<file path="config.mk">
export PLATFORM = sky130hd
export DESIGN_NAME = dsu_device_flat
export DESIGN_NICKNAME = d
export VERILOG_FILES = /design/src/hdl/dsu_pkg.sv /design/src/hdl/dsu_if.sv /design/src/hdl/dsu_device.sv /design/src/flat_wrapper.sv
export SDC_FILE = /design/constraint.sdc
export NUM_CORES = 1
export LEC_CHECK = 0
export ABC_AREA = 1
export ABC_CLOCK_PERIOD_IN_PS = 3100
export BUFFER_PORTS_ARGS = -buffer_cell sky130_fd_sc_hd__buf_2
export CAP_MARGIN = 30
export CORE_ASPECT_RATIO = 0.5
export CORE_UTILIZATION = 25
export DETAILED_ROUTE_END_ITERATION = 8
export PLACE_DENSITY = 0.36
export SLEW_MARGIN = 20
export SYNTH_ARGS = -nofsm -noshare
export SYNTH_HDL_FRONTEND = slang
export SYNTH_SLANG_ARGS = --single-unit
</file>
<file path="constraint.sdc">
create_clock -name clk_sys_i -period 3.1 [get_ports clk_sys_i]
set_clock_uncertainty 0.2 [all_clocks]
set_input_delay 0.155 -clock clk_sys_i [delete_from_list [all_inputs] [get_ports clk_sys_i]]
set_output_delay 0.155 -clock clk_sys_i [all_outputs]
set_load 0.05 [all_outputs]
</file>
<file path="src/hdl/dsu_pkg.sv">
/*
 * constants, register offsets and types shared by both ends of the display
 * status, pixel packing and waveform select block.
 * assumes one clock (clk_sys_i, 25 MHz) and a synchronous active-high reset.
 */
`default_nettype none
package dsu_pkg;
    // register indices (byte address = 4 x index on the avalon side)
    localparam logic [7:0] DSU_REG_CAL      = 8'h29;
    localparam logic [7:0] DSU_REG_TSEL     = 8'h40;
    localparam logic [7:0] DSU_REG_TVAL     = 8'h41;
    localparam logic [7:0] DSU_REG_STATUS   = 8'h50;
    localparam logic [7:0] DSU_REG_CTRL     = 8'h51;
    localparam logic [7:0] DSU_REG_PIXEL    = 8'h52;
    localparam logic [7:0] DSU_REG_WAVE     = 8'h53;
    localparam logic [7:0] DSU_REG_SENSOR   = 8'h54;
    localparam logic [7:0] DSU_REG_RTIMER   = 8'h55;
    localparam logic [7:0] DSU_REG_TEMP     = 8'h56;
    localparam logic [7:0] DSU_REG_TICKDIV  = 8'h57;

    // reset values
    localparam logic [7:0] DSU_CAL_RST      = 8'h33;
    localparam logic [7:0] DSU_TSEL_RST     = 8'h00;
    localparam logic [7:0] DSU_TVAL_RST     = 8'h18;
    localparam logic [7:0] DSU_RTIMER_RST   = 8'h64;
    localparam logic [1:0] DSU_ROT_RST      = 2'h1;
    localparam logic [7:0] DSU_SENSOR_RST   = 8'h00;

    // status byte fields
    localparam int DSU_ST_SLEEP   = 0;
    localparam int DSU_ST_SCR_LO  = 1;
    localparam int DSU_ST_AUTO    = 3;
    localparam int DSU_ST_DEPTH   = 4;

    // control register fields (write)
    localparam int DSU_CT_SLEEP   = 0;
    localparam int DSU_CT_DEPTH   = 1;
    localparam int DSU_CT_AUTO    = 2;
    localparam int DSU_CT_INVERT  = 3;
    localparam int DSU_CT_SWRST   = 4;
    localparam int DSU_CT_START   = 5;
    localparam int DSU_CT_ABORT   = 6;
    localparam int DSU_CT_SHOW    = 7;
    localparam int DSU_CT_ROT_LO  = 8;

    // refresh tick: calibration x slow clock period x 4096
    localparam int         DSU_TICK_MULT    = 4096;
    localparam int         DSU_SLOW_DIV     = 357; // 25 MHz / ~70 kHz

    // screen status codes
    typedef enum logic [1:0] {
        DSU_SCR_NONE    = 2'h0,
        DSU_SCR_LOADED  = 2'h1,
        DSU_SCR_SHOWN   = 2'h2,
        DSU_SCR_ABORTED = 2'h3
    } dsu_scr_t;

    // gray codes
    localparam logic [1:0] DSU_GRAY_BLACK = 2'h0;
    localparam logic [1:0] DSU_GRAY_WHITE = 2'h3;

    typedef enum logic [3:0] {
        DSU_UPD_IDLE = 4'b0001,
        DSU_UPD_LOAD = 4'b0010,
        DSU_UPD_CMP  = 4'b0100,
        DSU_UPD_DONE = 4'b1000
    } dsu_upd_t;
endpackage
`default_nettype wire

</file>
<file path="src/hdl/dsu_if.sv">
/*
 * link between the display controller end and the host end.
 * assumes both ends on clk_sys_i; no tristate is modelled, the byte path
 * is split into a request side and an answer side.
 */
`default_nettype none
interface dsu_if;
    logic       req;      // host request strobe, one cycle
    logic       wr;       // 1 write, 0 read
    logic [7:0] addr;     // register index
    logic [7:0] wdata;    // write byte
    logic       ack;      // device answer, one cycle
    logic [7:0] rdata;    // read byte, valid with ack
    logic       hw_rst_n; // hardware reset line, active low

    modport dev  (input req, wr, addr, wdata, hw_rst_n, output ack, rdata);
    modport host (output req, wr, addr, wdata, hw_rst_n, input ack, rdata);
endinterface
`default_nettype wire

</file>
<file path="src/hdl/dsu_device.sv">
/*
 * display controller end: status byte, pixel packing, waveform choice,
 * refresh tick, temperature override and the three-way reset.
 * assumes the host end issues one request at a time and waits for ack.
 */
// Added by the designer: the Avalon-MM register port.
// Notes on behaviour
// - tick = calibration x slow period x 4096
// - override select bit 0 picks override temperature
// - override temperature signed byte, reset 0x18
// - status request returns one assembled byte
// - status bit 0 shows sleep mode
// - status bits 2:1 give screen state
// - status bit 3 shows auto refresh
// - status bit 4 is 1 for 2-bit depth
// - status bits 7:5 read zero
// - binary byte: first pixel in D7
// - gray byte: first pixel in D7:D6
// - codes 00 black to 11 white
// - any gray transition forces slow waveform
// - only black-white changes pick fast waveform
// - only changing pixels affect the choice
// - power-on, hardware and software resets identical
// - reset: normal, binary, portrait, positive, auto, 5 min
// - pointers live in sram, no init needed
// - calibration chosen for three second ticks
// - refresh timer reload default 0x64
// - temperature sampled per display sequence
`default_nettype none
module dsu_device (
    input  wire logic        clk_sys_i,    // 25 MHz clock
    input  wire logic        rst_i,        // power-on reset, active high
    input  wire logic [7:0]  sensor_temp_i,// temperature from sensor logic
    dsu_if.dev               link,         // link to the host
    output logic             fast_bw_flow_update_o, // fast waveform chosen
    output logic             refresh_due_o,  // refresh pending
    output logic [7:0]       temperature_o,  // temperature for this sequence
    output logic [1:0]       rotation_o,     // rotation mode
    output logic             invert_o        // negative image
);
    import dsu_pkg::*;

    // reset merge: pin synchronised, all three sources same effect
    logic hr_s1_reg;
    logic hr_s2_reg;
    logic swrst_reg;
    logic rst_all;
    always_ff @(posedge clk_sys_i) begin
        if (rst_i) begin
            hr_s1_reg <= 1'b1;
            hr_s2_reg <= 1'b1;
        end else begin
            hr_s1_reg <= link.hw_rst_n;
            hr_s2_reg <= hr_s1_reg;
        end
    end
    assign rst_all = rst_i || !hr_s2_reg || swrst_reg;

    logic       wr_hit;
    assign wr_hit = link.req && link.wr;

    // configuration registers
    logic [7:0] cal_reg;
    logic [7:0] tsel_reg;
    logic [7:0] tval_reg;
    logic [7:0] reload_reg;
    logic       sleep_reg;
    logic       depth2_reg;
    logic       auto_reg;
    always_ff @(posedge clk_sys_i) begin
        if (rst_all) begin
            cal_reg    <= DSU_CAL_RST;
            tsel_reg   <= DSU_TSEL_RST;
            tval_reg   <= DSU_TVAL_RST;
            reload_reg <= DSU_RTIMER_RST;
            sleep_reg  <= 1'b0;
            depth2_reg <= 1'b0;
            auto_reg   <= 1'b1;
            rotation_o <= DSU_ROT_RST;
            invert_o   <= 1'b0;
        end else if (wr_hit) begin
            unique case (link.addr)
                DSU_REG_CAL:    cal_reg    <= link.wdata;
                DSU_REG_TSEL:   tsel_reg   <= link.wdata;
                DSU_REG_TVAL:   tval_reg   <= link.wdata;
                DSU_REG_RTIMER: reload_reg <= link.wdata;
                DSU_REG_CTRL: begin
                    sleep_reg  <= link.wdata[DSU_CT_SLEEP];
                    depth2_reg <= link.wdata[DSU_CT_DEPTH];
                    auto_reg   <= link.wdata[DSU_CT_AUTO];
                    invert_o   <= link.wdata[DSU_CT_INVERT];
                end
                DSU_REG_WAVE:   rotation_o <= link.wdata[1:0];
                default: ;
            endcase
        end
    end

    // software reset: one-cycle pulse fed back into the merge
    always_ff @(posedge clk_sys_i) begin
        if (rst_i || swrst_reg)
            swrst_reg <= 1'b0;
        else
            swrst_reg <= wr_hit && link.addr == DSU_REG_CTRL && link.wdata[DSU_CT_SWRST];
    end

    // refresh tick: slow clock from divider, then cal x 4096 slow periods
    logic [8:0]  slow_div_reg;
    logic [11:0] sub_reg;
    logic [7:0]  cal_cnt_reg;
    logic        tick;
    logic        slow_en;
    assign slow_en = slow_div_reg == 9'(DSU_SLOW_DIV - 1);
    assign tick    = slow_en && sub_reg == 12'(DSU_TICK_MULT - 1) && cal_cnt_reg >= cal_reg - 8'h01;
    always_ff @(posedge clk_sys_i) begin
        if (rst_all) begin
            slow_div_reg <= 9'h000;
            sub_reg      <= 12'h000;
            cal_cnt_reg  <= 8'h00;
        end else begin
            slow_div_reg <= slow_en ? 9'h000 : slow_div_reg + 9'h001;
            if (slow_en) begin
                sub_reg <= sub_reg + 12'h001;
                if (sub_reg == 12'(DSU_TICK_MULT - 1))
                    cal_cnt_reg <= tick ? 8'h00 : cal_cnt_reg + 8'h01;
            end
        end
    end

    // refresh countdown in ticks; paused while auto refresh is off
    dsu_upd_t   upd_reg;
    dsu_scr_t   scr_reg;
    logic [7:0] rtimer_reg;
    logic       rt_wr;
    logic       expire;
    assign rt_wr  = wr_hit && link.addr == DSU_REG_RTIMER;
    assign expire = tick && auto_reg && rtimer_reg == 8'h00 && !rt_wr;
    always_ff @(posedge clk_sys_i) begin
        if (rst_all) begin
            rtimer_reg <= DSU_RTIMER_RST;
        end else if (rt_wr) begin
            rtimer_reg <= link.wdata;
        end else if (tick && auto_reg) begin
            rtimer_reg <= (rtimer_reg == 8'h00) ? reload_reg : rtimer_reg - 8'h01;
        end
    end

    // due flag: an expiry in the same cycle as an update end wins
    always_ff @(posedge clk_sys_i) begin
        if (rst_all) begin
            refresh_due_o <= 1'b0;
        end else if (expire) begin
            refresh_due_o <= 1'b1;
        end else if (upd_reg == DSU_UPD_DONE) begin
            refresh_due_o <= 1'b0;
        end
    end

    // update machine: pixel bytes streamed in, compared against old bytes
    logic [7:0] old_reg;
    logic       gray_seen_reg;
    logic       new_hit;
    logic       grayish;
    assign new_hit = wr_hit && link.addr == DSU_REG_PIXEL;

    // per pixel slot: changing pixel touching a mid gray is slow
    logic [3:0] gray_chg;
    genvar gi;
    generate
        for (gi = 0; gi < 4; gi++) begin : g_pix
            logic [1:0] pn;
            logic [1:0] po;
            // gray: slot n is bits [7-2n:6-2n]; binary bytes are not decoded here
            assign pn = link.wdata[7 - 2 * gi -: 2];
            assign po = old_reg[7 - 2 * gi -: 2];
            assign gray_chg[gi] = (pn != po)
                && ((pn != DSU_GRAY_BLACK && pn != DSU_GRAY_WHITE)
                 || (po != DSU_GRAY_BLACK && po != DSU_GRAY_WHITE));
        end
    endgenerate
    // binary bytes hold only black or white per bit, never a gray move
    assign grayish = depth2_reg && |gray_chg;

    always_ff @(posedge clk_sys_i) begin
        if (rst_all) begin
            upd_reg               <= DSU_UPD_IDLE;
            scr_reg               <= DSU_SCR_NONE;
            old_reg               <= 8'h00;
            gray_seen_reg         <= 1'b0;
            fast_bw_flow_update_o <= 1'b1;
            temperature_o         <= DSU_SENSOR_RST;
        end else begin
            unique case (upd_reg)
                DSU_UPD_IDLE: if (wr_hit && link.addr == DSU_REG_CTRL
                                  && link.wdata[DSU_CT_START]) begin
                    upd_reg       <= DSU_UPD_LOAD;
                    gray_seen_reg <= 1'b0;
                end
                DSU_UPD_LOAD: begin
                    if (new_hit) begin
                        gray_seen_reg <= gray_seen_reg | grayish;
                        old_reg       <= link.wdata;
                    end else if (wr_hit && link.addr == DSU_REG_CTRL) begin
                        if (link.wdata[DSU_CT_ABORT]) begin
                            upd_reg <= DSU_UPD_IDLE;
                            scr_reg <= DSU_SCR_ABORTED;
                        end else if (link.wdata[DSU_CT_SHOW]) begin
                            upd_reg <= DSU_UPD_CMP;
                            scr_reg <= DSU_SCR_LOADED;
                        end
                    end
                end
                DSU_UPD_CMP: begin
                    fast_bw_flow_update_o <= !gray_seen_reg;
                    temperature_o <= tsel_reg[0] ? tval_reg : sensor_temp_i;
                    upd_reg <= DSU_UPD_DONE;
                end
                DSU_UPD_DONE: begin
                    scr_reg <= DSU_SCR_SHOWN;
                    upd_reg <= DSU_UPD_IDLE;
                end
            endcase
        end
    end

    // status byte assembly
    logic [7:0] status;
    assign status = {3'h0, depth2_reg, auto_reg, scr_reg, sleep_reg};

    // read answer, one cycle after the request
    always_ff @(posedge clk_sys_i) begin
        if (rst_i) begin
            link.ack   <= 1'b0;
            link.rdata <= 8'h00;
        end else begin
            link.ack <= link.req;
            if (link.req && !link.wr) begin
                unique case (link.addr)
                    DSU_REG_CAL:    link.rdata <= cal_reg;
                    DSU_REG_TSEL:   link.rdata <= tsel_reg;
                    DSU_REG_TVAL:   link.rdata <= tval_reg;
                    DSU_REG_STATUS: link.rdata <= status;
                    DSU_REG_RTIMER: link.rdata <= rtimer_reg;
                    DSU_REG_TEMP:   link.rdata <= temperature_o;
                    DSU_REG_WAVE:   link.rdata <= {6'h00, rotation_o};
                    default:        link.rdata <= 8'h00;
                endcase
            end
        end
    end
    // pointers kept in external memory are untouched here
endmodule
`default_nettype wire

</file>
<file path="src/flat_wrapper.sv">
// flat-port wrapper written by rule: the top's interface ports become plain ports
module dsu_device_flat import dsu_pkg::*;
  (clk_sys_i, rst_i, sensor_temp_i, fast_bw_flow_update_o, refresh_due_o, temperature_o, rotation_o, invert_o, link_req, link_wr, link_addr, link_wdata, link_hw_rst_n, link_ack, link_rdata);
  dsu_if link_i ();
  input  wire logic clk_sys_i;
  input  wire logic rst_i;
  input  wire logic [7:0] sensor_temp_i;
  output logic fast_bw_flow_update_o;
  output logic refresh_due_o;
  output logic [7:0] temperature_o;
  output logic [1:0] rotation_o;
  output logic invert_o;
  input wire logic [$bits(link_i.req)-1:0] link_req;
  input wire logic [$bits(link_i.wr)-1:0] link_wr;
  input wire logic [$bits(link_i.addr)-1:0] link_addr;
  input wire logic [$bits(link_i.wdata)-1:0] link_wdata;
  input wire logic [$bits(link_i.hw_rst_n)-1:0] link_hw_rst_n;
  output wire logic [$bits(link_i.ack)-1:0] link_ack;
  output wire logic [$bits(link_i.rdata)-1:0] link_rdata;
  assign link_i.req = link_req;
  assign link_i.wr = link_wr;
  assign link_i.addr = link_addr;
  assign link_i.wdata = link_wdata;
  assign link_i.hw_rst_n = link_hw_rst_n;
  assign link_ack = link_i.ack;
  assign link_rdata = link_i.rdata;
  dsu_device u_core (.clk_sys_i(clk_sys_i), .rst_i(rst_i), .sensor_temp_i(sensor_temp_i), .link(link_i), .fast_bw_flow_update_o(fast_bw_flow_update_o), .refresh_due_o(refresh_due_o), .temperature_o(temperature_o), .rotation_o(rotation_o), .invert_o(invert_o));
endmodule
</file>
==> results of run 1 <==
[power groups by stage]
stage / Clock [mW] / Sequential, mW / Combinational [mW]
5_1_grt: 1.34 / 1.45 / 0.207
6_report: 1.23 / 1.45 / 0.185
3_5_place_dp: 0 / 1.48 / 0.166
4_1_cts: 1.28 / 1.45 / 0.187
2_1_floorplan: 0 / 1.48 / 0.0837
3_3_place_gp: 0 / 1.48 / 0.166
[metal layers]
| layer | wire, µm | GRT usage |
|---|---|---|
| met5 | 0 | 0 |
| met4 | 231 | 0.0428 |
| met3 | 673 | 0.0368 |
| met2 | 7430 | 0.245 |
| met1 | 10100 | 0.235 |
[per-stage QoR]
stage	cells	util	hold slack, ns
finish	1201	0.310	0.120
global route	1201	0.310	0.151
CTS	1201	0.310	0.116
detailed placement	1164	0.287	0.147
global placement	1164	0.287	0.143
floorplan	825	-	0.0588
[layout by cell type (no fill, tap or decap), types with 7 or more instances in the layout]
| cell | count |
|---|---|
| nand4_1 | 10 |
| o211ai_1 | 8 |
| xnor2_1 | 7 |
| clkbuf_16 | 9 |
| buf_4 | 11 |
| nor3_1 | 14 |
| a21oi_1 | 95 |
| buf_2 | 50 |
| nor2_1 | 72 |
| o21ai_0 | 70 |
| nand2_1 | 175 |
| nand3_1 | 73 |
| dlygate4sd3_1 | 21 |
| dfxtp_1 | 112 |
| ha_1 | 16 |
| inv_1 | 97 |
| xor2_1 | 9 |
[final timing paths]
kind | endpoint | from | slack, ns | cells past startpoint
worst max-delay path | u_core.rtimer_reg[1] | u_core.cal_reg[0] | 0.45 | 14
worst min-delay path | u_core.tval_reg[5] | link_wdata[5] | 0.12 | 3
worst max register to register | u_core.rtimer_reg[1] | u_core.cal_reg[0] | 0.45 | 14
worst min register to register | u_core.hr_s2_reg | u_core.hr_s1_reg | 0.23 | 1
[repair_timing]
item,in CTS,in global routing
endpoints found under the hold margin,32,0
hold buffers,21,0
endpoints found under the setup margin,0,0
setup buffers,0,0
[layout make-up]
| type | count | area (µm²) |
|---|---|---|
| fillers | 2506 | 15200 |
| flip-flops and latches | 112 | 2240 |
| inverters | 101 | 382 |
| well taps | 300 | 375 |
| clock inverters | 7 | 71.3 |
| multi-input cells | 590 | 3010 |
| repair buffers | 82 | 543 |
| clock buffers | 9 | 225 |
[cell families (layout without fill, tap and decap cells)]
kind of cell,after synthesis,count (layout),synth area share
DFF,112,112,0.392
buffers and inverters,123,199,0.0838
adders and majority gates,16,16,0.0350
AOI/OAI and AO/OA,179,179,0.163
and+or+nand+nor,379,379,0.302
xor gates and xnor gates,16,16,0.0245
[critical path, cell delays in order, from the launching register on]
cell and delay [ns]:
dfxtp_1 0.30, inv_1 0.14, ha_1 0.21, nand3_1 0.12, nor3_1 0.19, xor2_1 0.17, inv_1 0.06, ha_1 0.26
nand2_1 0.06, o21a_1 0.18, nand2_1 0.17, nand3_4 0.18, nand2_4 0.15, nand2_1 0.07, a21oi_1 0.11
==> flow_summary.json, run 1 <==
{
  "largest_reg_flops": 12,
  "numCtsBuffers": 9,
  "cts-resized-gates": 0,
  "worstMarginPinSlew_ns": 0.619,
  "yosysWarningCount": 0,
  "intPower_mw": 2.13,
  "detail_route.wl_per_cell_um": 15.4,
  "path_max_fanout": 9,
  "p_seq_frac": 0.505,
  "p_total_mw": 2.86,
  "cts_max_level": 3,
  "synthToLayoutAreaGrowth_pct": 19.7,
  "grt.overflow.total": 0,
  "antenna_cells": 0,
  "ioPinCount": 51,
  "initial_utilization": 0.259,
  "ant_nets": 0,
  "status": "finished, final reports clean",
  "grt_pass1_vias": 5224,
  "end_kind": "register",
  "synth-edff-count": 0,
  "synth_nets": 870,
  "tns_ns": 0,
  "setup_viol": 0,
  "arrival_ns": 2.75,
  "period_share": 0.854,
  "postSynthCellCount": 825,
  "cp-start-kind": "register",
  "fin_area_um2": 6840,
  "finalCriticalPeriod_ns": 2.65,
  "avgViaCountPerCell": 4.56,
  "synth_ff_type": "dfxtp_1",
  "cts_root_buf": "clkbuf_16",
  "gp_congestion": 0.830,
  "layout_setup_ws_ns": 0.453,
  "async_flop_share": 0,
  "postPlaceCellArea_um2": 6340,
  "syn-cell-area_um2": 5720,
  "dp_hpwl_um": 13900,
  "avgSynthCellArea_um2": 6.93,
  "cts_tree": "yes",
  "dr_total_vias": 5481,
  "ys_types": 38,
  "die-area_um2": 23500,
  "clock_latency_ns": 0.36,
  "clk_pin_slew_ns": 0.08,
  "die_h_um": 109,
  "maxSlewHeadroom": 0.587,
  "max-cap-violations": 0,
  "yosysTopAreaCell": "dfxtp_1",
  "grt_pass1_wl_um": 29000,
  "gr-usage-all-layers": 0.164,
  "slew_violations": 0,
  "nNetsFinal": 941,
  "hold_viol": 0,
  "antenna_found_initial": 0,
  "ys_seq_area_frac": 0.392,
  "p_leak_nw": 3.02,
  "combPwrFrac": 0.065,
  "yosys_register_bits": 112,
  "die_w_um": 216,
  "drc": 0,
  "p_clk_frac": 0.430,
  "yosys-top-cells-area": "dfxtp_1, nand2_1, a21oi_1, nand3_1, inv_1",
  "clock-sinks": 112,
  "io_buffers": 50,
  "yosysMostFrequentCell": "nand2_1",
  "power_density_nw_per_um2": 418,
  "synthTopCellsByCount": "nand2_1, dfxtp_1, inv_1, a21oi_1",
  "placementRows": 38,
  "path_class": "reg -> reg",
  "drt_iter0_drc": 331,
  "ctsLongestPathBuffers": 2,
  "power_switching_share": 0.254,
  "p_sw_mw": 0.729,
  "grt_max_degree": 30,
  "place_ws_ns": 0.462,
  "clock.fmax_mhz": 378,
  "layout-drive-gt1-share": 0.120,
  "core_area_um2": 22100,
  "synth_top_area_frac": 0.392,
  "peakVddDrop_mv": 0.208,
  "first_pass_iters": 4,
  "cp.required_ns": 3.20,
  "hold_class": "in -> reg",
  "rsz0062_at_grt": "no",
  "postRouteWirelength_um": 18500
}
(Power assumes the default switching activity.)
==> inputs of run 2 (changes only) <==
--- a/config.mk
+++ b/config.mk
@@ -9,10 +9,12 @@
 export ABC_CLOCK_PERIOD_IN_PS = 3100
 export BUFFER_PORTS_ARGS = -buffer_cell sky130_fd_sc_hd__buf_2
 export CAP_MARGIN = 30
+export CELL_PAD_IN_SITES_DETAIL_PLACEMENT = 1
+export CELL_PAD_IN_SITES_GLOBAL_PLACEMENT = 1
 export CORE_ASPECT_RATIO = 0.5
 export CORE_UTILIZATION = 25
 export DETAILED_ROUTE_END_ITERATION = 8
-export PLACE_DENSITY = 0.36
+export PLACE_DENSITY = 0.47
 export SLEW_MARGIN = 20
 export SYNTH_ARGS = -nofsm -noshare
 export SYNTH_HDL_FRONTEND = slang
==> run 2 against run 1 <==
Against the previous run: first-iteration DRC count is 12% lower; wire length is 6.7% higher; sequential power hardly changed; utilization hardly changed; register-to-register slack worse by 0.13 ns; critical path depth stayed put; power is 3.1% higher; sequential share of layout area hardly changed; critical path type unchanged; largest cell class unchanged.
==> flow_summary.json, run 2 (same netlist as run 1, synthesis figures left out) <==
{
  "status": "finished, final reports clean",
  "antenna_found_initial": 0,
  "worstMarginPinSlew_ns": 0.665,
  "r2r_start": "u_core.cal_reg[0]",
  "finalCriticalPeriod_ns": 2.77,
  "cts-resized-gates": 0,
  "intPower_mw": 2.23,
  "power_switching_share": 0.244,
  "fin_area_um2": 6850,
  "synthToLayoutAreaGrowth_pct": 19.8,
  "hold_class": "in -> reg",
  "tns_ns": 0,
  "grt_pass1_wl_um": 31300,
  "combPwrFrac": 0.063,
  "grt.busiest_layer": "met2",
  "critPathLaunch": "u_core.cal_reg[0]",
  "postPlaceCellArea_um2": 6330,
  "final.fill_count": 2784,
  "cts_tree": "yes",
  "p_leak_nw": 3.03,
  "drt_iter0_drc": 292,
  "postLayoutCoreUtil": 0.311,
  "final.hold.worst_slack_ns": 0.0955,
  "ant_nets": 0,
  "numCtsBuffers": 9,
  "first_pass_iters": 4,
  "p_seq_frac": 0.490,
  "drc": 0,
  "detail_route.wl_per_cell_um": 16.4,
  "maxSlewHeadroom": 0.556,
  "p_total_mw": 2.95,
  "cts_setup_buffers": 0,
  "postRouteWirelength_um": 19700,
  "p_clk_frac": 0.447,
  "avgViaCountPerCell": 4.63,
  "arrival_ns": 2.87,
  "gr-usage-all-layers": 0.176,
  "dp_hpwl_um": 14900,
  "min_from": "link_wdata[5]",
  "end_kind": "register",
  "placementRows": 38,
  "dr_total_vias": 5547,
  "grt_max_degree": 30,
  "multi_input_area_um2": 3010,
  "ctsLongestPathBuffers": 2,
  "path_max_fanout": 9,
  "setup_viol": 0,
  "grt_pass1_vias": 5582,
  "cp-start-kind": "register",
  "grt.met2_usage": 0.275,
  "gp_congestion": 0.760,
  "cts_root_buf": "clkbuf_16",
  "initial_utilization": 0.259,
  "clock.fmax_mhz": 361,
  "slew_violations": 0,
  "postCtsHoldBufs": 20,
  "layout_common_cells": "nand2_1, dfxtp_1, inv_1",
  "mostFrequentLayoutCell": "nand2_1",
  "p_sw_mw": 0.719,
  "power_density_nw_per_um2": 431,
  "clock-sinks": 112,
  "layout-drive-gt1-share": 0.119,
  "cp.required_ns": 3.20,
  "hold_viol": 0,
  "ioPinCount": 51,
  "antenna_cells": 0,
  "period_share": 0.894,
  "cts_max_level": 3,
  "die_h_um": 109,
  "max-cap-violations": 0,
  "path_class": "reg -> reg",
  "die-area_um2": 23500,
  "use_met3": 0.0421,
  "die_w_um": 216,
  "core_area_um2": 22100,
  "grt.overflow.total": 0,
  "clk_pin_slew_ns": 0.08,
  "use_met1": 0.247,
  "largest_reg_flops": 12,
  "io_buffers": 50,
  "clock_latency_ns": 0.37,
  "nNetsFinal": 939,
  "rsz0062_at_grt": "no",
  "peakVddDrop_mv": 0.237,
  "seqCellArea_um2": 2240
}
run 2: power by group through the flow:
stage          logic (mW)  clock network (mW)  registers (mW)
2_1_floorplan      0.0837                   0            1.48
3_3_place_gp        0.169                   0            1.48
3_5_place_dp        0.169                   0            1.48
4_1_cts             0.190                1.37            1.45
5_1_grt             0.207                1.42            1.45
6_report            0.186                1.32            1.45
run 2: cell type report:
type | instances | area share
Clock buffer | 10 | 0.0349
Clock inverter | 6 | 0.0121
Inverter | 101 | 0.0557
Multi-Input combinational cell | 590 | 0.439
Sequential cell | 112 | 0.327
Tap cell | 300 | 0.0548
Timing Repair Buffer | 80 | 0.0767
run 2: path summary, 6_finish.rpt:
kind / to / depth (start not counted) / slack, ns
max: u_core.rtimer_reg[3] / 14 / 0.33
min: u_core.old_reg[5] / 3 / 0.1
max reg2reg: u_core.rtimer_reg[3] / 14 / 0.33
min reg2reg: u_core.hr_s2_reg / 1 / 0.22
run 2: worst max-delay path, cell delays in order (launching register included):
cell     delay (ns)
dfxtp_1        0.30
inv_1          0.14
ha_1           0.21
nand3_1        0.13
nor3_1         0.20
xor2_1         0.17
inv_1          0.06
ha_1           0.27
nand2_1        0.06
o21a_1         0.19
nand2_1        0.20
nand3_4        0.20
nand2_4        0.17
nand2_1        0.06
a21oi_1        0.13
run 2: stage by stage:
step                setup WS (ns)  instances
finish                      0.328       1199
global route               0.0824       1199
CTS                         0.305       1199
detailed placement          0.328       1163
global placement            0.412       1163
floorplan                   0.765        825
run 2: routing by layer:
layer | routed length (µm) | part of all wire
met5 | 0 | 0
met4 | 74 | 0.0038
met1 | 10400 | 0.53
met3 | 805 | 0.041
met2 | 8370 | 0.43
